**config.mk**
```make
export PLATFORM = sky130hd
export DESIGN_NAME = acr_host_flat
export DESIGN_NICKNAME = d
export VERILOG_FILES = /design/src/acr_pkg.sv /design/src/acr_cfg_if.sv /design/src/acr_host.sv /design/src/flat_wrapper.sv
export SDC_FILE = /design/constraint.sdc
export NUM_CORES = 1
export LEC_CHECK = 0
export ABC_CLOCK_PERIOD_IN_PS = 3900
export BUFFER_PORTS_ARGS = -buffer_cell sky130_fd_sc_hd__buf_4
export CAP_MARGIN = 20
export CORE_MARGIN = 5
export CORE_UTILIZATION = 30
export DETAILED_ROUTE_END_ITERATION = 7
export PLACE_DENSITY = 0.56
export SLEW_MARGIN = 10
export SYNTH_ARGS = -nofsm -noshare
export SYNTH_HDL_FRONTEND = slang
export SYNTH_SLANG_ARGS = --single-unit
```
**constraint.sdc**
```tcl
create_clock -name aclk -period 3.9 [get_ports aclk]
set_input_delay 0.78 -clock aclk [delete_from_list [all_inputs] [get_ports aclk]]
set_output_delay 0.78 -clock aclk [all_outputs]
set_load 0.01 [all_outputs]
```
**src/acr_pkg.sv**
```systemverilog
/*
 Constants shared by the converter configuration bank and its host controller.
 Assumes both ends run on one clock, aclk, at 10 MHz.
*/
// Notes on behaviour
// - Hold bit freezes estimate, last value applied.
// - Hold bit clear keeps estimate updating.
// - Bits five to two set loop time constant.
// - Global gate hands low-speed to channel bits.
// - Swing enable 00 off, 11 on; 01/10 forbidden.
// - Channel A low-speed bit needs gate first.
// - Channel B low-speed bit needs gate first.
// - Host sets six fast-rate bits above threshold.
// - Host writes zero to every reserved bit.
// - All ten registers reset to zero.
// - Correction enable bit switches loop on.
// - Digital enable gates all digital functions; the code gates only the offset correction loop and hold with it.
package acr_pkg;
	// ----------------------------------------
	// Device register map
	// ----------------------------------------
	localparam int NREG = 10;
	localparam logic [NREG-1:0][7:0] REG_OFS = {8'hf2, 8'hf1, 8'hef, 8'hdb, 8'hd7,
		8'hd5, 8'hcf, 8'h42, 8'h3d, 8'h02};
	localparam logic [NREG-1:0][7:0] REG_MASK = {8'h08, 8'h03, 8'h10, 8'h21, 8'h0c,
		8'h18, 8'hbc, 8'h08, 8'h20, 8'h40};
	localparam logic [7:0] REG_RST = 8'h00;
	localparam logic [3:0] IX_PERF_A = 4'h0;
	localparam logic [3:0] IX_DC_EN = 4'h1;
	localparam logic [3:0] IX_DIGITAL = 4'h2;
	localparam logic [3:0] IX_HOLD = 4'h3;
	localparam logic [3:0] IX_PERF_B = 4'h4;
	localparam logic [3:0] IX_PERF_C = 4'h5;
	localparam logic [3:0] IX_PERF_D = 4'h6;
	localparam logic [3:0] IX_GATE = 4'h7;
	localparam logic [3:0] IX_SWING = 4'h8;
	localparam logic [3:0] IX_SLOW_A = 4'h9;
	localparam int B_DC_EN = 5;
	localparam int B_DIGITAL = 3;
	localparam int B_HOLD = 7;
	localparam int B_TC_LO = 2;
	localparam int B_GATE = 4;
	localparam int B_SLOW_A = 3;
	localparam int B_SLOW_B = 0;
	localparam logic [1:0] SWING_ON = 2'h3;
	localparam logic [1:0] SWING_OFF = 2'h0;
	// Values written by the fast-rate preset, one per register in order.
	localparam logic [3:0][7:0] PRE_OFS = {8'hdb, 8'hd7, 8'hd5, 8'h02};
	localparam logic [3:0][7:0] PRE_VAL = {8'h20, 8'h0c, 8'h18, 8'h40};
	// ----------------------------------------
	// Correction loop
	// ----------------------------------------
	localparam int SW = 12;
	localparam int FRAC = 8;
	localparam int EW = SW + 1 + FRAC;
	// ----------------------------------------
	// Controller registers on AXI4-Lite
	// ----------------------------------------
	localparam logic [7:0] A_CMD = 8'h00;
	localparam logic [7:0] A_STATUS = 8'h04;
	localparam logic [7:0] A_PRESET = 8'h08;
	localparam int C_WR = 16;
	localparam int C_RD = 17;
	localparam logic [1:0] RESP_OK = 2'h0;
	localparam logic [1:0] RESP_ERR = 2'h2;

	function automatic logic [4:0] reg_find(input logic [7:0] a);
		logic [4:0] r;
		r = 5'h00;
		for (int i = 0; i < NREG; i++) begin
			if (REG_OFS[i] == a) begin
				r = {1'b1, 4'(i)};
			end
		end
		return r;
	endfunction
endpackage

```
**src/acr_cfg_if.sv**
```systemverilog
/*
 Register port joining the configuration bank and its host controller.
 Assumes both ends share aclk; a read strobe is answered on the next edge.
*/
`timescale 1ns/1ps
interface acr_cfg_if (
	input wire logic aclk
);
	logic wr_stb;
	logic rd_stb;
	logic [7:0] addr;
	logic [7:0] wdata;
	logic [7:0] rdata;
	logic rvalid;
	modport dev (
		input wr_stb,
		input rd_stb,
		input addr,
		input wdata,
		output rdata,
		output rvalid
	);
	modport host (
		output wr_stb,
		output rd_stb,
		output addr,
		output wdata,
		input rdata,
		input rvalid
	);
endinterface

```
**src/acr_host.sv**
```systemverilog
/*
 Host controller that programs the configuration bank from AXI4-Lite.
 Assumes one AXI4-Lite master on aclk and the bank on the same clock.
*/
// The AXI4-Lite interface to the registers is this design's own decision.
`timescale 1ns/1ps
module acr_host (
	input wire logic aclk,
	input wire logic aresetn,
	acr_cfg_if.host cfg,
	input wire logic [7:0] s_axi_awaddr,
	input wire logic s_axi_awvalid,
	output logic s_axi_awready,
	input wire logic [31:0] s_axi_wdata,
	input wire logic [3:0] s_axi_wstrb,
	input wire logic s_axi_wvalid,
	output logic s_axi_wready,
	output logic [1:0] s_axi_bresp,
	output logic s_axi_bvalid,
	input wire logic s_axi_bready,
	input wire logic [7:0] s_axi_araddr,
	input wire logic s_axi_arvalid,
	output logic s_axi_arready,
	output logic [31:0] s_axi_rdata,
	output logic [1:0] s_axi_rresp,
	output logic s_axi_rvalid,
	input wire logic s_axi_rready
);
	typedef enum logic [1:0] {
		ST_IDLE = 2'b00,
		ST_WAIT = 2'b01,
		ST_PRE = 2'b10
	} acr_hst_t;

	typedef struct packed {
		acr_hst_t st;
		logic [1:0] step;
		logic aw_f;
		logic w_f;
		logic [7:0] awaddr;
		logic [31:0] wdata;
		logic [3:0] wstrb;
		logic bvalid;
		logic [1:0] bresp;
		logic rvalid;
		logic [31:0] rdata;
		logic [1:0] rresp;
		logic wr_stb;
		logic rd_stb;
		logic [7:0] addr;
		logic [7:0] wdata_o;
		logic [7:0] rd_cap;
		logic err;
		logic gate;
		logic chan_b;
	} acr_host_st_t;

	acr_host_st_t s_r;
	acr_host_st_t s_nxt;

	assign s_axi_awready = !s_r.aw_f;
	assign s_axi_wready = !s_r.w_f;
	assign s_axi_bvalid = s_r.bvalid;
	assign s_axi_bresp = s_r.bresp;
	assign s_axi_arready = !s_r.rvalid;
	assign s_axi_rvalid = s_r.rvalid;
	assign s_axi_rdata = s_r.rdata;
	assign s_axi_rresp = s_r.rresp;
	assign cfg.wr_stb = s_r.wr_stb;
	assign cfg.rd_stb = s_r.rd_stb;
	assign cfg.addr = s_r.addr;
	assign cfg.wdata = s_r.wdata_o;

	// ----------------------------------------
	// Next state
	// ----------------------------------------
	always_comb begin
		logic [4:0] f;
		logic [7:0] a;
		logic [7:0] d;
		logic bad;
		s_nxt = s_r;
		f = 5'h00;
		a = 8'h00;
		d = 8'h00;
		bad = 1'b0;
		s_nxt.wr_stb = 1'b0;
		s_nxt.rd_stb = 1'b0;
		if (s_axi_awvalid && !s_r.aw_f) begin
			s_nxt.aw_f = 1'b1;
			s_nxt.awaddr = s_axi_awaddr;
		end
		if (s_axi_wvalid && !s_r.w_f) begin
			s_nxt.w_f = 1'b1;
			s_nxt.wdata = s_axi_wdata;
			s_nxt.wstrb = s_axi_wstrb;
		end
		if (s_r.bvalid && s_axi_bready) begin
			s_nxt.bvalid = 1'b0;
		end
		if (s_r.rvalid && s_axi_rready) begin
			s_nxt.rvalid = 1'b0;
		end
		if (s_axi_arvalid && !s_r.rvalid) begin
			s_nxt.rvalid = 1'b1;
			s_nxt.rresp = acr_pkg::RESP_OK;
			unique case (s_axi_araddr)
				acr_pkg::A_STATUS: s_nxt.rdata = {16'h0000, s_r.rd_cap, 6'h00, s_r.err,
					s_r.st != ST_IDLE};
				acr_pkg::A_CMD, acr_pkg::A_PRESET: s_nxt.rdata = 32'h00000000;
				default: begin
					s_nxt.rdata = 32'h00000000;
					s_nxt.rresp = acr_pkg::RESP_ERR;
				end
			endcase
		end
		unique case (s_r.st)
			ST_IDLE: ;
			ST_WAIT: if (cfg.rvalid) begin
				s_nxt.rd_cap = cfg.rdata;
				s_nxt.st = ST_IDLE;
			end
			ST_PRE: begin
				// All six fast-rate bits in four writes.
				// The channel B bit is kept only behind the gate, or the preset
				// would set it with the gate clear.
				s_nxt.wr_stb = 1'b1;
				s_nxt.addr = acr_pkg::PRE_OFS[s_r.step];
				s_nxt.wdata_o = acr_pkg::PRE_VAL[s_r.step]
					| {7'h00, s_r.step == 2'h3 && s_r.chan_b && s_r.gate};
				s_nxt.step = 2'(s_r.step + 2'h1);
				if (s_r.step == 2'h3) begin
					s_nxt.st = ST_IDLE;
				end
			end
			default: s_nxt.st = ST_IDLE;
		endcase
		if (s_r.aw_f && s_r.w_f && !s_r.bvalid) begin
			s_nxt.aw_f = 1'b0;
			s_nxt.w_f = 1'b0;
			s_nxt.bvalid = 1'b1;
			s_nxt.bresp = acr_pkg::RESP_OK;
			a = s_r.wdata[15:8];
			f = acr_pkg::reg_find(a);
			// Reserved positions are forced to zero before they go out.
			d = f[4] ? (s_r.wdata[7:0] & acr_pkg::REG_MASK[f[3:0]]) : s_r.wdata[7:0];
			bad = (a == acr_pkg::REG_OFS[acr_pkg::IX_SWING]) && s_r.wdata[acr_pkg::C_WR]
				&& (d[1:0] != acr_pkg::SWING_ON) && (d[1:0] != acr_pkg::SWING_OFF);
			// A channel low-speed bit is refused until the gate is set.
			if (!s_r.gate && ((a == acr_pkg::REG_OFS[acr_pkg::IX_SLOW_A] && d[acr_pkg::B_SLOW_A])
				|| (a == acr_pkg::REG_OFS[acr_pkg::IX_PERF_D] && d[acr_pkg::B_SLOW_B]))) begin
				bad = s_r.wdata[acr_pkg::C_WR];
			end
			if (!s_r.wstrb[0] || !s_r.wstrb[1] || !s_r.wstrb[2]) begin
				s_nxt.bresp = acr_pkg::RESP_ERR;
			end else if (s_r.awaddr == acr_pkg::A_CMD
				&& (s_r.wdata[acr_pkg::C_WR] || s_r.wdata[acr_pkg::C_RD])) begin
				if (s_r.st != ST_IDLE || bad) begin
					s_nxt.err = 1'b1;
				end else begin
					s_nxt.err = 1'b0;
					s_nxt.addr = a;
					s_nxt.wdata_o = d;
					if (s_r.wdata[acr_pkg::C_WR]) begin
						s_nxt.wr_stb = 1'b1;
						if (a == acr_pkg::REG_OFS[acr_pkg::IX_GATE]) begin
							s_nxt.gate = d[acr_pkg::B_GATE];
						end
						if (a == acr_pkg::REG_OFS[acr_pkg::IX_PERF_D]) begin
							s_nxt.chan_b = d[acr_pkg::B_SLOW_B];
						end
					end else begin
						s_nxt.rd_stb = 1'b1;
						s_nxt.st = ST_WAIT;
					end
				end
			end else if (s_r.awaddr == acr_pkg::A_PRESET && s_r.wdata[0]) begin
				if (s_r.st != ST_IDLE) begin
					s_nxt.err = 1'b1;
				end else begin
					s_nxt.err = 1'b0;
					s_nxt.st = ST_PRE;
					s_nxt.step = 2'h0;
				end
			end else if (s_r.awaddr != acr_pkg::A_CMD && s_r.awaddr != acr_pkg::A_PRESET) begin
				s_nxt.bresp = acr_pkg::RESP_ERR;
			end
		end
	end

	always_ff @(posedge aclk) begin
		if (!aresetn) begin
			s_r <= '0;
		end else begin
			s_r <= s_nxt;
		end
	end
endmodule // acr_host

```
**src/flat_wrapper.sv**
```systemverilog
// flat-port wrapper written by rule: the top's interface ports become plain ports
module acr_host_flat 
  (aclk, aresetn, s_axi_awaddr, s_axi_awvalid, s_axi_awready, s_axi_wdata, s_axi_wstrb, s_axi_wvalid, s_axi_wready, s_axi_bresp, s_axi_bvalid, s_axi_bready, s_axi_araddr, s_axi_arvalid, s_axi_arready, s_axi_rdata, s_axi_rresp, s_axi_rvalid, s_axi_rready, cfg_wr_stb, cfg_rd_stb, cfg_addr, cfg_wdata, cfg_rdata, cfg_rvalid);
  acr_cfg_if cfg_i (.aclk(aclk));
  input wire logic aclk;
  input wire logic aresetn;
  input wire logic [7:0] s_axi_awaddr;
  input wire logic s_axi_awvalid;
  output logic s_axi_awready;
  input wire logic [31:0] s_axi_wdata;
  input wire logic [3:0] s_axi_wstrb;
  input wire logic s_axi_wvalid;
  output logic s_axi_wready;
  output logic [1:0] s_axi_bresp;
  output logic s_axi_bvalid;
  input wire logic s_axi_bready;
  input wire logic [7:0] s_axi_araddr;
  input wire logic s_axi_arvalid;
  output logic s_axi_arready;
  output logic [31:0] s_axi_rdata;
  output logic [1:0] s_axi_rresp;
  output logic s_axi_rvalid;
  input wire logic s_axi_rready;
  output wire logic [$bits(cfg_i.wr_stb)-1:0] cfg_wr_stb;
  output wire logic [$bits(cfg_i.rd_stb)-1:0] cfg_rd_stb;
  output wire logic [$bits(cfg_i.addr)-1:0] cfg_addr;
  output wire logic [$bits(cfg_i.wdata)-1:0] cfg_wdata;
  input wire logic [$bits(cfg_i.rdata)-1:0] cfg_rdata;
  input wire logic [$bits(cfg_i.rvalid)-1:0] cfg_rvalid;
  assign cfg_wr_stb = cfg_i.wr_stb;
  assign cfg_rd_stb = cfg_i.rd_stb;
  assign cfg_addr = cfg_i.addr;
  assign cfg_wdata = cfg_i.wdata;
  assign cfg_i.rdata = cfg_rdata;
  assign cfg_i.rvalid = cfg_rvalid;
  acr_host u_core (.aclk(aclk), .aresetn(aresetn), .cfg(cfg_i), .s_axi_awaddr(s_axi_awaddr), .s_axi_awvalid(s_axi_awvalid), .s_axi_awready(s_axi_awready), .s_axi_wdata(s_axi_wdata), .s_axi_wstrb(s_axi_wstrb), .s_axi_wvalid(s_axi_wvalid), .s_axi_wready(s_axi_wready), .s_axi_bresp(s_axi_bresp), .s_axi_bvalid(s_axi_bvalid), .s_axi_bready(s_axi_bready), .s_axi_araddr(s_axi_araddr), .s_axi_arvalid(s_axi_arvalid), .s_axi_arready(s_axi_arready), .s_axi_rdata(s_axi_rdata), .s_axi_rresp(s_axi_rresp), .s_axi_rvalid(s_axi_rvalid), .s_axi_rready(s_axi_rready));
endmodule
```
# Word level (Yosys, flattened, before mapping)
# Memories as Yosys holds them, arrays and structs flattened.
# Cells that the tools add are included.
# word_totals
mem_count	1
mem_bits_ro	128
regBits	102
output_inout_bits	59
# mem_list
name	words	word_bits	read_ports	rd_clocked_by_memory_dff	wr	line_no	text
(no name shown)	16	8	1	0	0	acr_host.sv:146	d = f[4] ? (s_r.wdata[7:0] & acr_pkg::REG_MASK[f[3:0]]) : s_r.wdata[7:0];
# classes
bitwise_logic	7
muxes	55
eq_ne	22
order_cmp	2
addsub	1
reduce_logical	47
# op_table
cell	count
18-bit two-way mux	4
8-bit == test (first input constant)	7
5-bit two-way mux	11
35-bit two-way mux	1
8-bit binary-select mux with 2-bit select	2
8-bit == test (second input constant)	4
16-bit two-way mux	2
8-bit two-way mux	4
2-bit two-way mux	12
1-bit logical AND	18
8-bit by 4-bit == test with 1-bit output (second input constant)	2
8-bit zero test	2
1-bit two-way mux	13
4-bit two-way mux	3
6-bit AND reduction	2
2-bit nonzero test	5
8-bit bitwise AND	1
2-bit by 8-bit == test with 1-bit output (first input constant)	1
6-bit by 8-bit == test with 1-bit output (first input constant)	1
7-bit by 8-bit == test with 1-bit output (first input constant)	1
8-bit by 3-bit == test with 1-bit output (second input constant)	1
1-bit zero test	8
8-bit by 4-bit inequality test with 1-bit output (second input constant)	1
8-bit by 1-bit bitwise OR with 8-bit output	1
18 further kinds	27

# Longest topological paths before layout
# Gate-level depths: netlist of run 1.
# depth
depth_word	26
depth_mapped	12
ltp_nobuf	9

# Worst setup path after synthesis of run 1
# Ideal clock, no wire load.
# synth_path
kind	reg-to-reg
start	reg u_core.s_r[81] in the netlist's numbering
end	reg u_core.s_r[0] in the netlist's numbering
setup_slack_ns	1.347
setup_ns	0.123
path_stages_with_launch	13
path_buffers	3
arrival_time_ns	2.431
t_required_ns	3.777
cell_sequence	dfxtp_1 clkbuf_1 nor4_1 a41oi_1 nor3b_1 or3_1 ha_1 and4_2 a311o_1 buf_6 buf_8 o211ai_2 o31ai_2
# synth_between
elab_chain_cells	23
# synth_lines
item	line_no	text
start, declared	acr_host.sv:58	acr_host_st_t s_r;
start signal, assigned	acr_host.sv:195	s_r <= s_nxt;
6-bit by 8-bit == test with 1-bit output	acr_pkg.sv:71	if (REG_OFS[i] == a) begin
5-bit two-way mux (9 in a row)	acr_pkg.sv:71	
5-bit two-way mux	acr_host.sv:138	if (s_r.aw_f && s_r.w_f && !s_r.bvalid) begin
memory read 16 x 8 bit	n/a	
8-bit two-way mux (implied by the code)	acr_host.sv:146	
8-bit bitwise AND	acr_host.sv:146	
8-bit two-way mux	acr_host.sv:146	
2-bit inequality test, or another cell as far along	acr_host.sv:148	&& (d[1:0] != acr_pkg::SWING_ON) && (d[1:0] != acr_pkg::SWING_OFF);
1-bit logical AND or 1-bit logical OR (tied branches)	acr_host.sv:148, acr_host.sv:151	
1-bit logical AND (on tied branches)	acr_host.sv:148, acr_host.sv:150	
1-bit two-way mux	acr_host.sv:150	if (!s_r.gate && ((a == acr_pkg::REG_OFS[acr_pkg::IX_SLOW_A] && d[acr_pkg::B_SLOW_A])
1-bit two-way mux	acr_host.sv:138	
1-bit logical OR	acr_host.sv:158	if (s_r.st != ST_IDLE || bad) begin
1-bit NOT (no source line)	n/a	
6-bit AND reduction (no source line)	n/a	
# Several ways; a longest one is shown, not always the timed one. The select of a mux whose other input is x is not followed.
# A chain may end at the register's enable or synchronous reset.

# Worst setup path after layout of run 1
# layout_path
start	reg u_core.s_r[80] in the netlist's numbering
end	reg u_core.s_r, in the netlist u_core.cfg.wdata[2]
# layout_between
elab_chain_cells	25
# layout_lines
item	line_no	text
6-bit by 8-bit == test with 1-bit output	acr_pkg.sv:71	
5-bit two-way mux (9 in a row)	acr_pkg.sv:71	
5-bit two-way mux	acr_host.sv:138	
memory read 16 x 8 bit	n/a	
8-bit two-way mux (implied by the code)	acr_host.sv:146	
8-bit bitwise AND	acr_host.sv:146	
8-bit two-way mux	acr_host.sv:146	
2-bit inequality test, or another cell as far along	acr_host.sv:148	
1-bit logical AND or 1-bit logical OR (tied branches)	acr_host.sv:148, acr_host.sv:151	
1-bit logical AND (on tied branches)	acr_host.sv:148, acr_host.sv:150	
1-bit two-way mux	acr_host.sv:150	
1-bit two-way mux	acr_host.sv:138	
1-bit logical OR	acr_host.sv:158	
18-bit two-way mux *	acr_host.sv:158	
18-bit two-way mux *	acr_host.sv:156	end else if (s_r.awaddr == acr_pkg::A_CMD
18-bit two-way mux *	acr_host.sv:154	if (!s_r.wstrb[0] || !s_r.wstrb[1] || !s_r.wstrb[2]) begin
18-bit two-way mux *	acr_host.sv:138	
# Every way passes the cells marked *; elsewhere a longest branch is shown, timed or not. The select of a mux whose other input is x is not followed.

==> results of run 1 <==
[registers in the layout, indices dropped and copies added, names as in the netlist]
name / count
u_core.cfg.addr: 8
u_core.cfg.rd_stb: 1
u_core.cfg.wdata: 8
u_core.cfg.wr_stb: 1
u_core.s_axi_bresp: 1
u_core.s_axi_bvalid: 1
u_core.s_axi_rdata: 10
u_core.s_axi_rresp: 1
u_core.s_axi_rvalid: 1
u_core.s_r: 46
[path summary, 6_finish.rpt]
kind / endpoint / start / slack [ns]
setup / recovery: u_core.cfg.wdata[2] / u_core.s_r[80] / 0.95
hold reg to reg: u_core.s_r[68] / u_core.s_r[68] / 0.45
setup reg to reg: u_core.cfg.wdata[2] / u_core.s_r[80] / 0.95
hold / removal: u_core.s_r[68] / u_core.s_r[68] / 0.45
[synthesized netlist by cell type, types with 4 or more instances]
master,n
a211oi_2,6
a21oi_1,44
a22oi_1,9
buf_4,52
buf_6,4
clkbuf_1,18
dfxtp_1,78
ha_1,10
inv_1,16
mux2i_1,18
nand2_1,64
nand3_1,10
nor2_1,48
nor2b_1,5
nor3_1,8
nor3b_1,4
o21ai_0,6
[routing by layer]
metal	GRT usage	up-vias	routed length (um)
li1	-	1624	-
met1	0.1756	1463	4800
met2	0.1906	96	4443
met3	0.02540	10	513
met4	0.04984	0	166
met5	0	-	0
[metrics by stage]
step / area, um^2 / power, mW / setup WS (ns)
after global placement: 4472 / 1.022 / 1.030
final: 4763 / 1.826 / 0.9474
after CTS: 4763 / 1.850 / 0.9750
after detailed placement: 4472 / 1.026 / 0.9882
after global routing: 4763 / 1.907 / 0.6978
after floorplan: 4140 / 0.9763 / 1.347
[area by class of cell]
cell class / instances / share of cell area
Sequential cell: 78 / 0.3278
Tap cell: 176 / 0.04623
Timing Repair Buffer: 90 / 0.1418
Clock buffer: 10 / 0.04807
Multi-Input combinational cell: 322 / 0.4103
Clock inverter: 6 / 0.01313
Inverter: 16 / 0.01261
[cell families after synthesis]
| logic type | count (synthesis) | share of synthesized area |
|---|---|---|
| buffers and inverters | 95 | 0.1540 |
| AND/OR/NAND/NOR | 173 | 0.2130 |
| adder cells (fa/ha/maj) | 10 | 0.03086 |
| XOR/XNOR | 3 | 0.006483 |
| AO/OA/AOI/OAI | 92 | 0.1596 |
| multiplexers | 20 | 0.05000 |
| flip-flops | 78 | 0.3852 |
| other | 1 | 0.0009250 |
[worst register-to-register path, stage by stage (launching register included)]
cell and delay, ns:
dfxtp_1 0.57, inv_1 0.16, or3_1 0.43, nor3b_1 0.27
or3_1 0.22, ha_1 0.21, and4_2 0.23, a311o_1 0.12
buf_4 0.31, a21oi_1 0.12, a21boi_0 0.17
[placed cells by master, fill, tap and decap left out, types with 4 or more instances in the layout]
master     instances
a22oi_1            9
conb_1            24
a21oi_1           44
dfxtp_1           78
buf_4             90
clkbuf_16          9
ha_1              10
o21ai_0            6
mux2i_1           18
nand2_1           64
nor3_1             8
a211oi_2           6
nor3b_1            4
nor2b_1            5
nand3_1           10
inv_1             15
nor2_1            48
[power by group]
| group | internal (mW) | total [mW] | switching, mW | leakage (nW) |
|---|---|---|---|---|
| logic | 0.0746 | 0.161 | 0.0862 | 1.25 |
| clock network | 0.494 | 0.818 | 0.324 | 0.146 |
| registers | 0.820 | 0.848 | 0.0279 | 0.634 |
| total | 1.39 | 1.83 | 0.438 | 2.03 |
==> flow_summary_export.csv, run 1 <==
group,metric,value,unit
layout,layout-drive-gt1-share,0.2529,
clock_tree,post_cts_buffers,0,
timing,hold_viol,0,
global_route,grt_pass1_wl,16240,um
global_route,antenna_found_initial,0,
status,status,"complete, no violations",
synth,yosys.area.top_type,"dfxtp_1",
place,place.gp.congestion,0.9098,
timing,fin_tns_setup,0,ns
clock_tree,root_buffer,"clkbuf_16",
timing,worst_slew_pin_slew,0.9799,ns
global_route,grt_max_degree,51,
clock_tree,clock_latency,0.33,ns
layout,layoutNonFillerInstCount,698,
min_path,min_path_type,"register to register",
layout,layout.nets,595,
timing,finalSetupViolations,0,
layout,synthToLayoutAreaGrowth,17.50,%
floorplanning,core_area,0.01324,mm^2
routing,drtAntennaViolNets,0,
synth,synth_area_leaders,"dfxtp_1 39%, buf_4 9.6%, nand2_1 5.9%",
pwr,ir_drop,0.1561,mV
run,drv_cap,0,
place,io_buffers,87,
synth,synth-main-ff-cell,"dfxtp_1",
floorplanning,die_y,126.2,um
timing,min_period_over_period,0.7571,
place,placedCellCount,682,
global_route,grt_use_total,0.1259,
clock_tree,holdBufCountCts,0,
routing,wl,9923,um
layout,final_core_util,0.3597,
timing,max_slew_margin,0.3454,
critical_path,critical_path_required,4.08,ns
floorplanning,initial_core_util,0.3061,
clock_tree,cts_tree,"done",
critical_path,slowest_stage,"dfxtp_1",
synth,syn_area_per_cell,8.589,um^2
synth,synth_warnings,0,
timing,final.min_clock_period,2.953,ns
critical_path,cp_max_fo,27,
floorplanning,io_pins,127,
clock_tree,h-tree-depth,3,
min_path,min_path_cells,2,
global_route,overflow,0,
clock_tree,clk_pin_slew,0.06,ns
floorplanning,die_w,126.2,um
routing,vias_per_cell,4.574,
pwr,p_per_area,383.4,mW/mm^2
clock_tree,clockBufferDepth,2,
synth,synth_edf_count,0,
layout,num_antenna_cells,0,
clock_tree,clock_sinks,78,
synth,synth-seq-cells,78,
synth,ys_types,64,
routing,drc,0,
critical_path,critPathCaptureType,"register",
pwr,p_leak,2.035,nW
routing,firstDrtPassIters,4,
timing,rsz0062_at_grt,"false",
layout,fillers,1402,
critical_path,cpPeakStageDelay,0.57,ns
synth,ys_seq_area_frac,0.3852,
floorplanning,dieArea,0.01594,mm^2
layout,regArea,0.001562,mm^2
synth,synth.top_cell.area_share,0.3852,
timing,fmaxAchievable,338.7,MHz
critical_path,crit_cells,10,
critical_path,crit_top_cell,"or3_1",
routing,vias,3193,
critical_path,critPathBufInv,2,
synth,syn-cell-area,0.004054,mm^2
layout,multi_input_area,0.001954,mm^2
timing,slew_viol_final,0,
timing,whs,0.4532,ns
routing,wl_per_cell,14.22,um
global_route,grt_pass1_vias,3173,
synth,async_reset_ff_frac,0,
routing,drt_iter0_drc,161,
critical_path,crit_family,"simple AND/OR/NAND/NOR gates",
critical_path,crit_type,"register to register",
synth,synthCells,472,
critical_path,cp_cell_sequence,"inv_1, or3_1, nor3b_1, or3_1, ha_1, and4_2, a311o_1, buf_4, a21oi_1, a21boi_0",
critical_path,cp.arrival,3.14,ns
clock_tree,numCtsBuffers,9,
critical_path,reg2reg_depth,10,
timing,final.setup_skew,0.005777,ns
place,place_hpwl,7454,um
clock_tree,cts_resized,0,
critical_path,start_kind,"register",
floorplanning,core.rowCount,42,
Power figures use the tool's default switching activity.
==> inputs of run 2 (changes only) <==
--- a/config.mk
+++ b/config.mk
@@ -5,7 +5,7 @@
 export SDC_FILE = /design/constraint.sdc
 export NUM_CORES = 1
 export LEC_CHECK = 0
-export ABC_CLOCK_PERIOD_IN_PS = 3900
+export ABC_CLOCK_PERIOD_IN_PS = 2800
 export BUFFER_PORTS_ARGS = -buffer_cell sky130_fd_sc_hd__buf_4
 export CAP_MARGIN = 20
 export CORE_MARGIN = 5
==> constraint.sdc (replaced) <==
create_clock -name aclk -period 2.8 [get_ports aclk]
set_input_delay 0.56 -clock aclk [delete_from_list [all_inputs] [get_ports aclk]]
set_output_delay 0.56 -clock aclk [all_outputs]
set_load 0.01 [all_outputs]
==> flow_summary_export.csv, run 2 (same netlist as run 1, synthesis figures left out) <==
group,metric,value,unit
critical_path,crit_top_cell,"and4_1",
timing,fin_ws,0.1759,ns
routing,vias_per_cell,4.515,
layout,layout-drive-gt1-share,0.2836,
critical_path,cpPeakStageDelay,0.44,ns
place,io_buffers,87,
global_route,overflow,0,
critical_path,critPathBufInv,1,
critical_path,crit_cells,9,
run,drv_cap,0,
layout,regMostFlops,"u_core.s_r",
floorplanning,initial_core_util,0.3061,
critical_path,crit_type,"register to register",
clock_tree,clk_pin_slew,0.06,ns
timing,worst_slew_pin_slew,0.6729,ns
critical_path,cp_cell_sequence,"and4_1, and4_1, or3_1, ha_1, and4_2, a311o_1, buf_12, nor2_1, a211oi_2",
critical_path,cp_max_fo,26,
timing,whs,0.4171,ns
timing,final.min_clock_period,2.624,ns
timing,final.setup_skew,0.005113,ns
critical_path,rrSetupSlack,0.18,ns
global_route,grt_max_degree,32,
clock_tree,clock_latency,0.33,ns
layout,largest_register_ffs,46,
timing,rsz0062_at_grt,"false",
timing,fmaxAchievable,381.1,MHz
pwr,p_per_area,537.8,mW/mm^2
timing,fin_tns_setup,0,ns
critical_path,cp.arrival,2.81,ns
critical_path,critical_path_required,2.99,ns
routing,drc,0,
floorplanning,core.rowCount,42,
floorplanning,io_pins,127,
routing,vias,3215,
critical_path,crit_family,"simple AND/OR/NAND/NOR gates",
timing,slew_viol_final,0,
layout,layout_common_cells,"103 x buf_4, 76 x dfxtp_1, 64 x nand2_1, 48 x nor2_1, 44 x a21oi_1",
min_path,min_path_type,"input pin to register",
floorplanning,die_y,126.2,um
routing,wl_per_cell,13.84,um
global_route,antenna_found_initial,0,
critical_path,reg2reg_depth,9,
timing,finalSetupViolations,0,
critical_path,start_kind,"register",
clock_tree,root_buffer,"clkbuf_16",
routing,drt_iter0_drc,110,
min_path,worstHoldStart,"s_axi_rready",
critical_path,crit_start,"u_core.s_r[82]",
floorplanning,core_area,0.01324,mm^2
global_route,grt_use_total,0.1230,
pwr,ir_drop,0.2594,mV
place,place.gp.congestion,0.8904,
routing,wl,9857,um
pwr,p_leak,2.126,nW
critical_path,critPathCaptureType,"register",
timing,hold_viol,0,
floorplanning,die_w,126.2,um
status,status,"complete, no violations",
timing,min_period_over_period,0.9372,
clock_tree,clock_sinks,78,
layout,layout.nets,609,
critical_path,endpoint,"u_core.cfg.addr[3]",
clock_tree,clockBufferDepth,2,
place,dpl_worst_slack,0.1443,ns
floorplanning,dieArea,0.01594,mm^2
routing,firstDrtPassIters,4,
routing,drtAntennaViolNets,0,
layout,num_antenna_cells,0,
clock_tree,h-tree-depth,3,
timing,max_slew_margin,0.5503,
critical_path,slowest_stage,"or3_1",
place,place_hpwl,7535,um
clock_tree,cts_tree,"done",
layout,layout_commonest_cell,"buf_4",
critical_path,r2r_end,"u_core.cfg.addr[3]",
clock_tree,numCtsBuffers,9,
layout,synthToLayoutAreaGrowth,21.76,%
global_route,grt_pass1_vias,3185,
critical_path,r2r-start,"u_core.s_r[82]",
global_route,grt_pass1_wl,15940,um
==> run 2: cell count changes in the layout (fill, tap and decap cells not counted), sizes merged <==
cell and delta:
buf +14, bufinv +1, clkbuf +2, clkinv -3
==> run 2: worst min path at each step <==
stage	to	slack, ns	cells past startpoint
4_1_cts	u_core.s_axi_rvalid	0.40	2
6_report	u_core.s_axi_rvalid	0.42	2
2_1_floorplan	u_core.s_r[73]	0.43	2
3_5_place_dp	u_core.s_r[68]	0.45	2
3_3_place_gp	u_core.s_axi_rdata[0]	0.45	2
5_1_grt	u_core.s_axi_rvalid	0.40	2
==> run 2: what timing repair did <==
action,CTS,global route
hold endpoints to repair,0,0
hold buffers,0,0
setup endpoints to repair,0,14
buffers inserted,0,1
resized for setup,0,7
==> run 2: cell type report <==
type                       count  area [um^2]
timing repair buffer         104        793.3
clock inverter                 4        70.07
multi-input combinational    322         1982
clock buffer                  12        246.5
sequential                    78         1564
inverter                      16        60.06
fill                        1390         8307
tap                          176        220.2
==> run 2: per-layer routing <==
layer | global-route usage | vias to the layer above | wire (um)
li1 | - | 1646 | -
met1 | 0.1759 | 1472 | 4949
met2 | 0.1815 | 88 | 4342
met3 | 0.02837 | 9 | 438
met4 | 0.04227 | 0 | 126
met5 | 0 | - | 0
==> run 2: power breakdown <==
part | internal [mW] | switching (mW) | total [mW]
sequential | 1.14 | 0.0295 | 1.17
combinational | 0.113 | 0.133 | 0.246
clock | 0.802 | 0.435 | 1.24
==> run 2: metrics by stage <==
step	utilization	cells	power (mW)	cell area (um^2)
2_1_floorplan	-	495	1.360	4140
3_3_place_gp	0.3460	695	1.435	4582
3_5_place_dp	0.3460	695	1.439	4582
4_1_cts	0.3699	711	2.681	4898
5_1_grt	0.3727	712	2.762	4936
6_report	0.3727	712	2.655	4936
==> inputs of run 3 (changes only) <==
--- a/config.mk
+++ b/config.mk
@@ -8,10 +8,12 @@
 export ABC_CLOCK_PERIOD_IN_PS = 2800
 export BUFFER_PORTS_ARGS = -buffer_cell sky130_fd_sc_hd__buf_4
 export CAP_MARGIN = 20
+export CELL_PAD_IN_SITES_DETAIL_PLACEMENT = 0
+export CELL_PAD_IN_SITES_GLOBAL_PLACEMENT = 1
 export CORE_MARGIN = 5
 export CORE_UTILIZATION = 30
 export DETAILED_ROUTE_END_ITERATION = 7
-export PLACE_DENSITY = 0.56
+export PLACE_DENSITY = 0.7
 export SLEW_MARGIN = 10
 export SYNTH_ARGS = -nofsm -noshare
 export SYNTH_HDL_FRONTEND = slang
==> flow_summary_export.csv, run 3 (same netlist as run 1, synthesis figures left out) <==
group,metric,value,unit
layout,final_core_util,0.3755,
global_route,grt_pass1_wl,16530,um
place,dpl_worst_slack,0.06759,ns
routing,firstDrtPassIters,4,
pwr,power_switching,0.6427,mW
min_path,min_path_type,"input pin to register",
pwr,switching_share,0.2559,
place,io_buffers,87,
clock_tree,clock_sinks,78,
timing,slew_viol_final,0,
layout,synthToLayoutAreaGrowth,22.65,%
global_route,grt_pass1_vias,3213,
clock_tree,numCtsBuffers,9,
pwr,p_per_area,505.1,mW/mm^2
run,drv_cap,0,
layout,fillers,1410,
routing,wl,10080,um
clock_tree,cts_tree,"done",
timing,fin_ws,0.09608,ns
routing,vias,3232,
floorplanning,core.rowCount,42,
routing,drtAntennaViolNets,0,
timing,final.setup_skew,0.008560,ns
critical_path,cp.arrival,2.97,ns
timing,rsz0062_at_grt,"true",
critical_path,critical_path_required,3.06,ns
layout,layout.nets,621,
clock_tree,h-tree-depth,3,
place,place.gp.congestion,0.7918,
pwr,sequentialPowerShare,0.466,
timing,worst_slew_pin_slew,0.6403,ns
layout,layout_commonest_cell,"buf_4",
timing,finalSetupViolations,0,
layout,regMostFlops,"u_core.s_r",
global_route,grt_max_degree,28,
global_route,overflow,0,
clock_tree,clockBufferDepth,2,
clock_tree,clk_pin_slew,0.07,ns
pwr,p_clk_frac,0.434,
layout,multi_input_area,0.001966,mm^2
floorplanning,dieArea,0.01594,mm^2
routing,wl_per_cell,13.92,um
floorplanning,io_pins,127,
layout,layout-drive-gt1-share,0.2956,
place,place_hpwl,7902,um
layout,layout_common_cells,"115 x buf_4, 77 x dfxtp_1, 64 x nand2_1, 48 x nor2_1, 44 x a21oi_1",
critical_path,start_kind,"register",
timing,max_slew_margin,0.5721,
pwr,intPower,1.869,mW
pwr,power_frac_comb,0.100,
layout,num_antenna_cells,0,
global_route,antenna_found_initial,0,
status,status,"complete, no violations",
timing,min_period_over_period,0.9657,
timing,hold_viol,0,
critical_path,crit_type,"register to register",
floorplanning,die_w,126.2,um
layout,largest_register_ffs,46,
floorplanning,die_y,126.2,um
clock_tree,clock_latency,0.33,ns
layout,regArea,0.001563,mm^2
routing,vias_per_cell,4.464,
timing,final.min_clock_period,2.704,ns
floorplanning,initial_core_util,0.3061,
clock_tree,root_buffer,"clkbuf_16",
routing,drt_iter0_drc,146,
critical_path,critPathCaptureType,"register",
floorplanning,core_area,0.01324,mm^2
critical_path,cp_max_fo,8,
pwr,ir_drop,0.2648,mV
routing,drc,0,
timing,fmaxAchievable,369.8,MHz
pwr,p_leak,2.161,nW
global_route,grt_use_total,0.1272,
pwr,power,2.511,mW
[run 3: cell types whose count changed in the layout (fill, tap and decap cells not counted), sizes merged]
cell	previous run	this run
buf	104	116
clkbuf	12	9
inv	16	19
bufinv	2	0
clkinvlp	0	2
[run 3: final timing paths]
check / end / slack (ns) / startpoint / cells after the start
max: u_core.cfg.wdata[6] / 0.1 / u_core.s_r[82] / 9
min: u_core.s_axi_rvalid / 0.41 / s_axi_rready / 2
max reg2reg: u_core.cfg.wdata[6] / 0.1 / u_core.s_r[82] / 9
min reg2reg: u_core.s_axi_bresp[1] / 0.46 / u_core.s_axi_bresp[1] / 2
[run 3: repair_timing]
item / CTS / global route
setup buffers: 0 / 1
setup endpoints to repair: 0 / 14
resized for setup: 0 / 3
hold buffers: 0 / 0
[run 3: per-layer routing]
layer,GRT usage,routed length (um)
met1,0.1786,4874
met2,0.1937,4628
met3,0.03048,510
met4,0.03785,67
met5,0,0
[run 3: final cells by class]
| type | count | share of cell area |
|---|---|---|
| clock buffers | 9 | 0.04529 |
| clock inverters | 7 | 0.01107 |
| inverters | 16 | 0.01208 |
| multi-input cells | 322 | 0.3953 |
| flip-flops and latches | 78 | 0.3143 |
| well taps | 176 | 0.04429 |
| repair buffers | 116 | 0.1777 |
[run 3: metrics by stage]
stage | setup TNS (ns) | hold WS [ns] | instances | area, um^2
after global placement | 0 | 0.4433 | 707 | 4672
after detailed placement | 0 | 0.4473 | 707 | 4672
after floorplan | 0 | 0.4329 | 495 | 4140
final | 0 | 0.4146 | 724 | 4972
after CTS | 0 | 0.4054 | 723 | 4952
after global routing | -0.1026 | 0.4030 | 724 | 4972
[run 3: power by group through the flow]
stage	clock network (mW)	registers [mW]	logic, mW
floorplan	0	1.18	0.175
finish	1.09	1.17	0.251
CTS	1.13	1.17	0.252
detailed placement	0	1.20	0.251
global route	1.19	1.18	0.278
global placement	0	1.19	0.249
[run 3: worst max-delay path, cell delays in order (launching register included)]
cell and delay (ns):
dfxtp_1 0.39, and4_1 0.26, and4_1 0.22, or3_1 0.41, ha_1 0.24, o2111a_1 0.29
a311oi_4 0.25, buf_4 0.20, o2111ai_1 0.19, a21oi_1 0.20
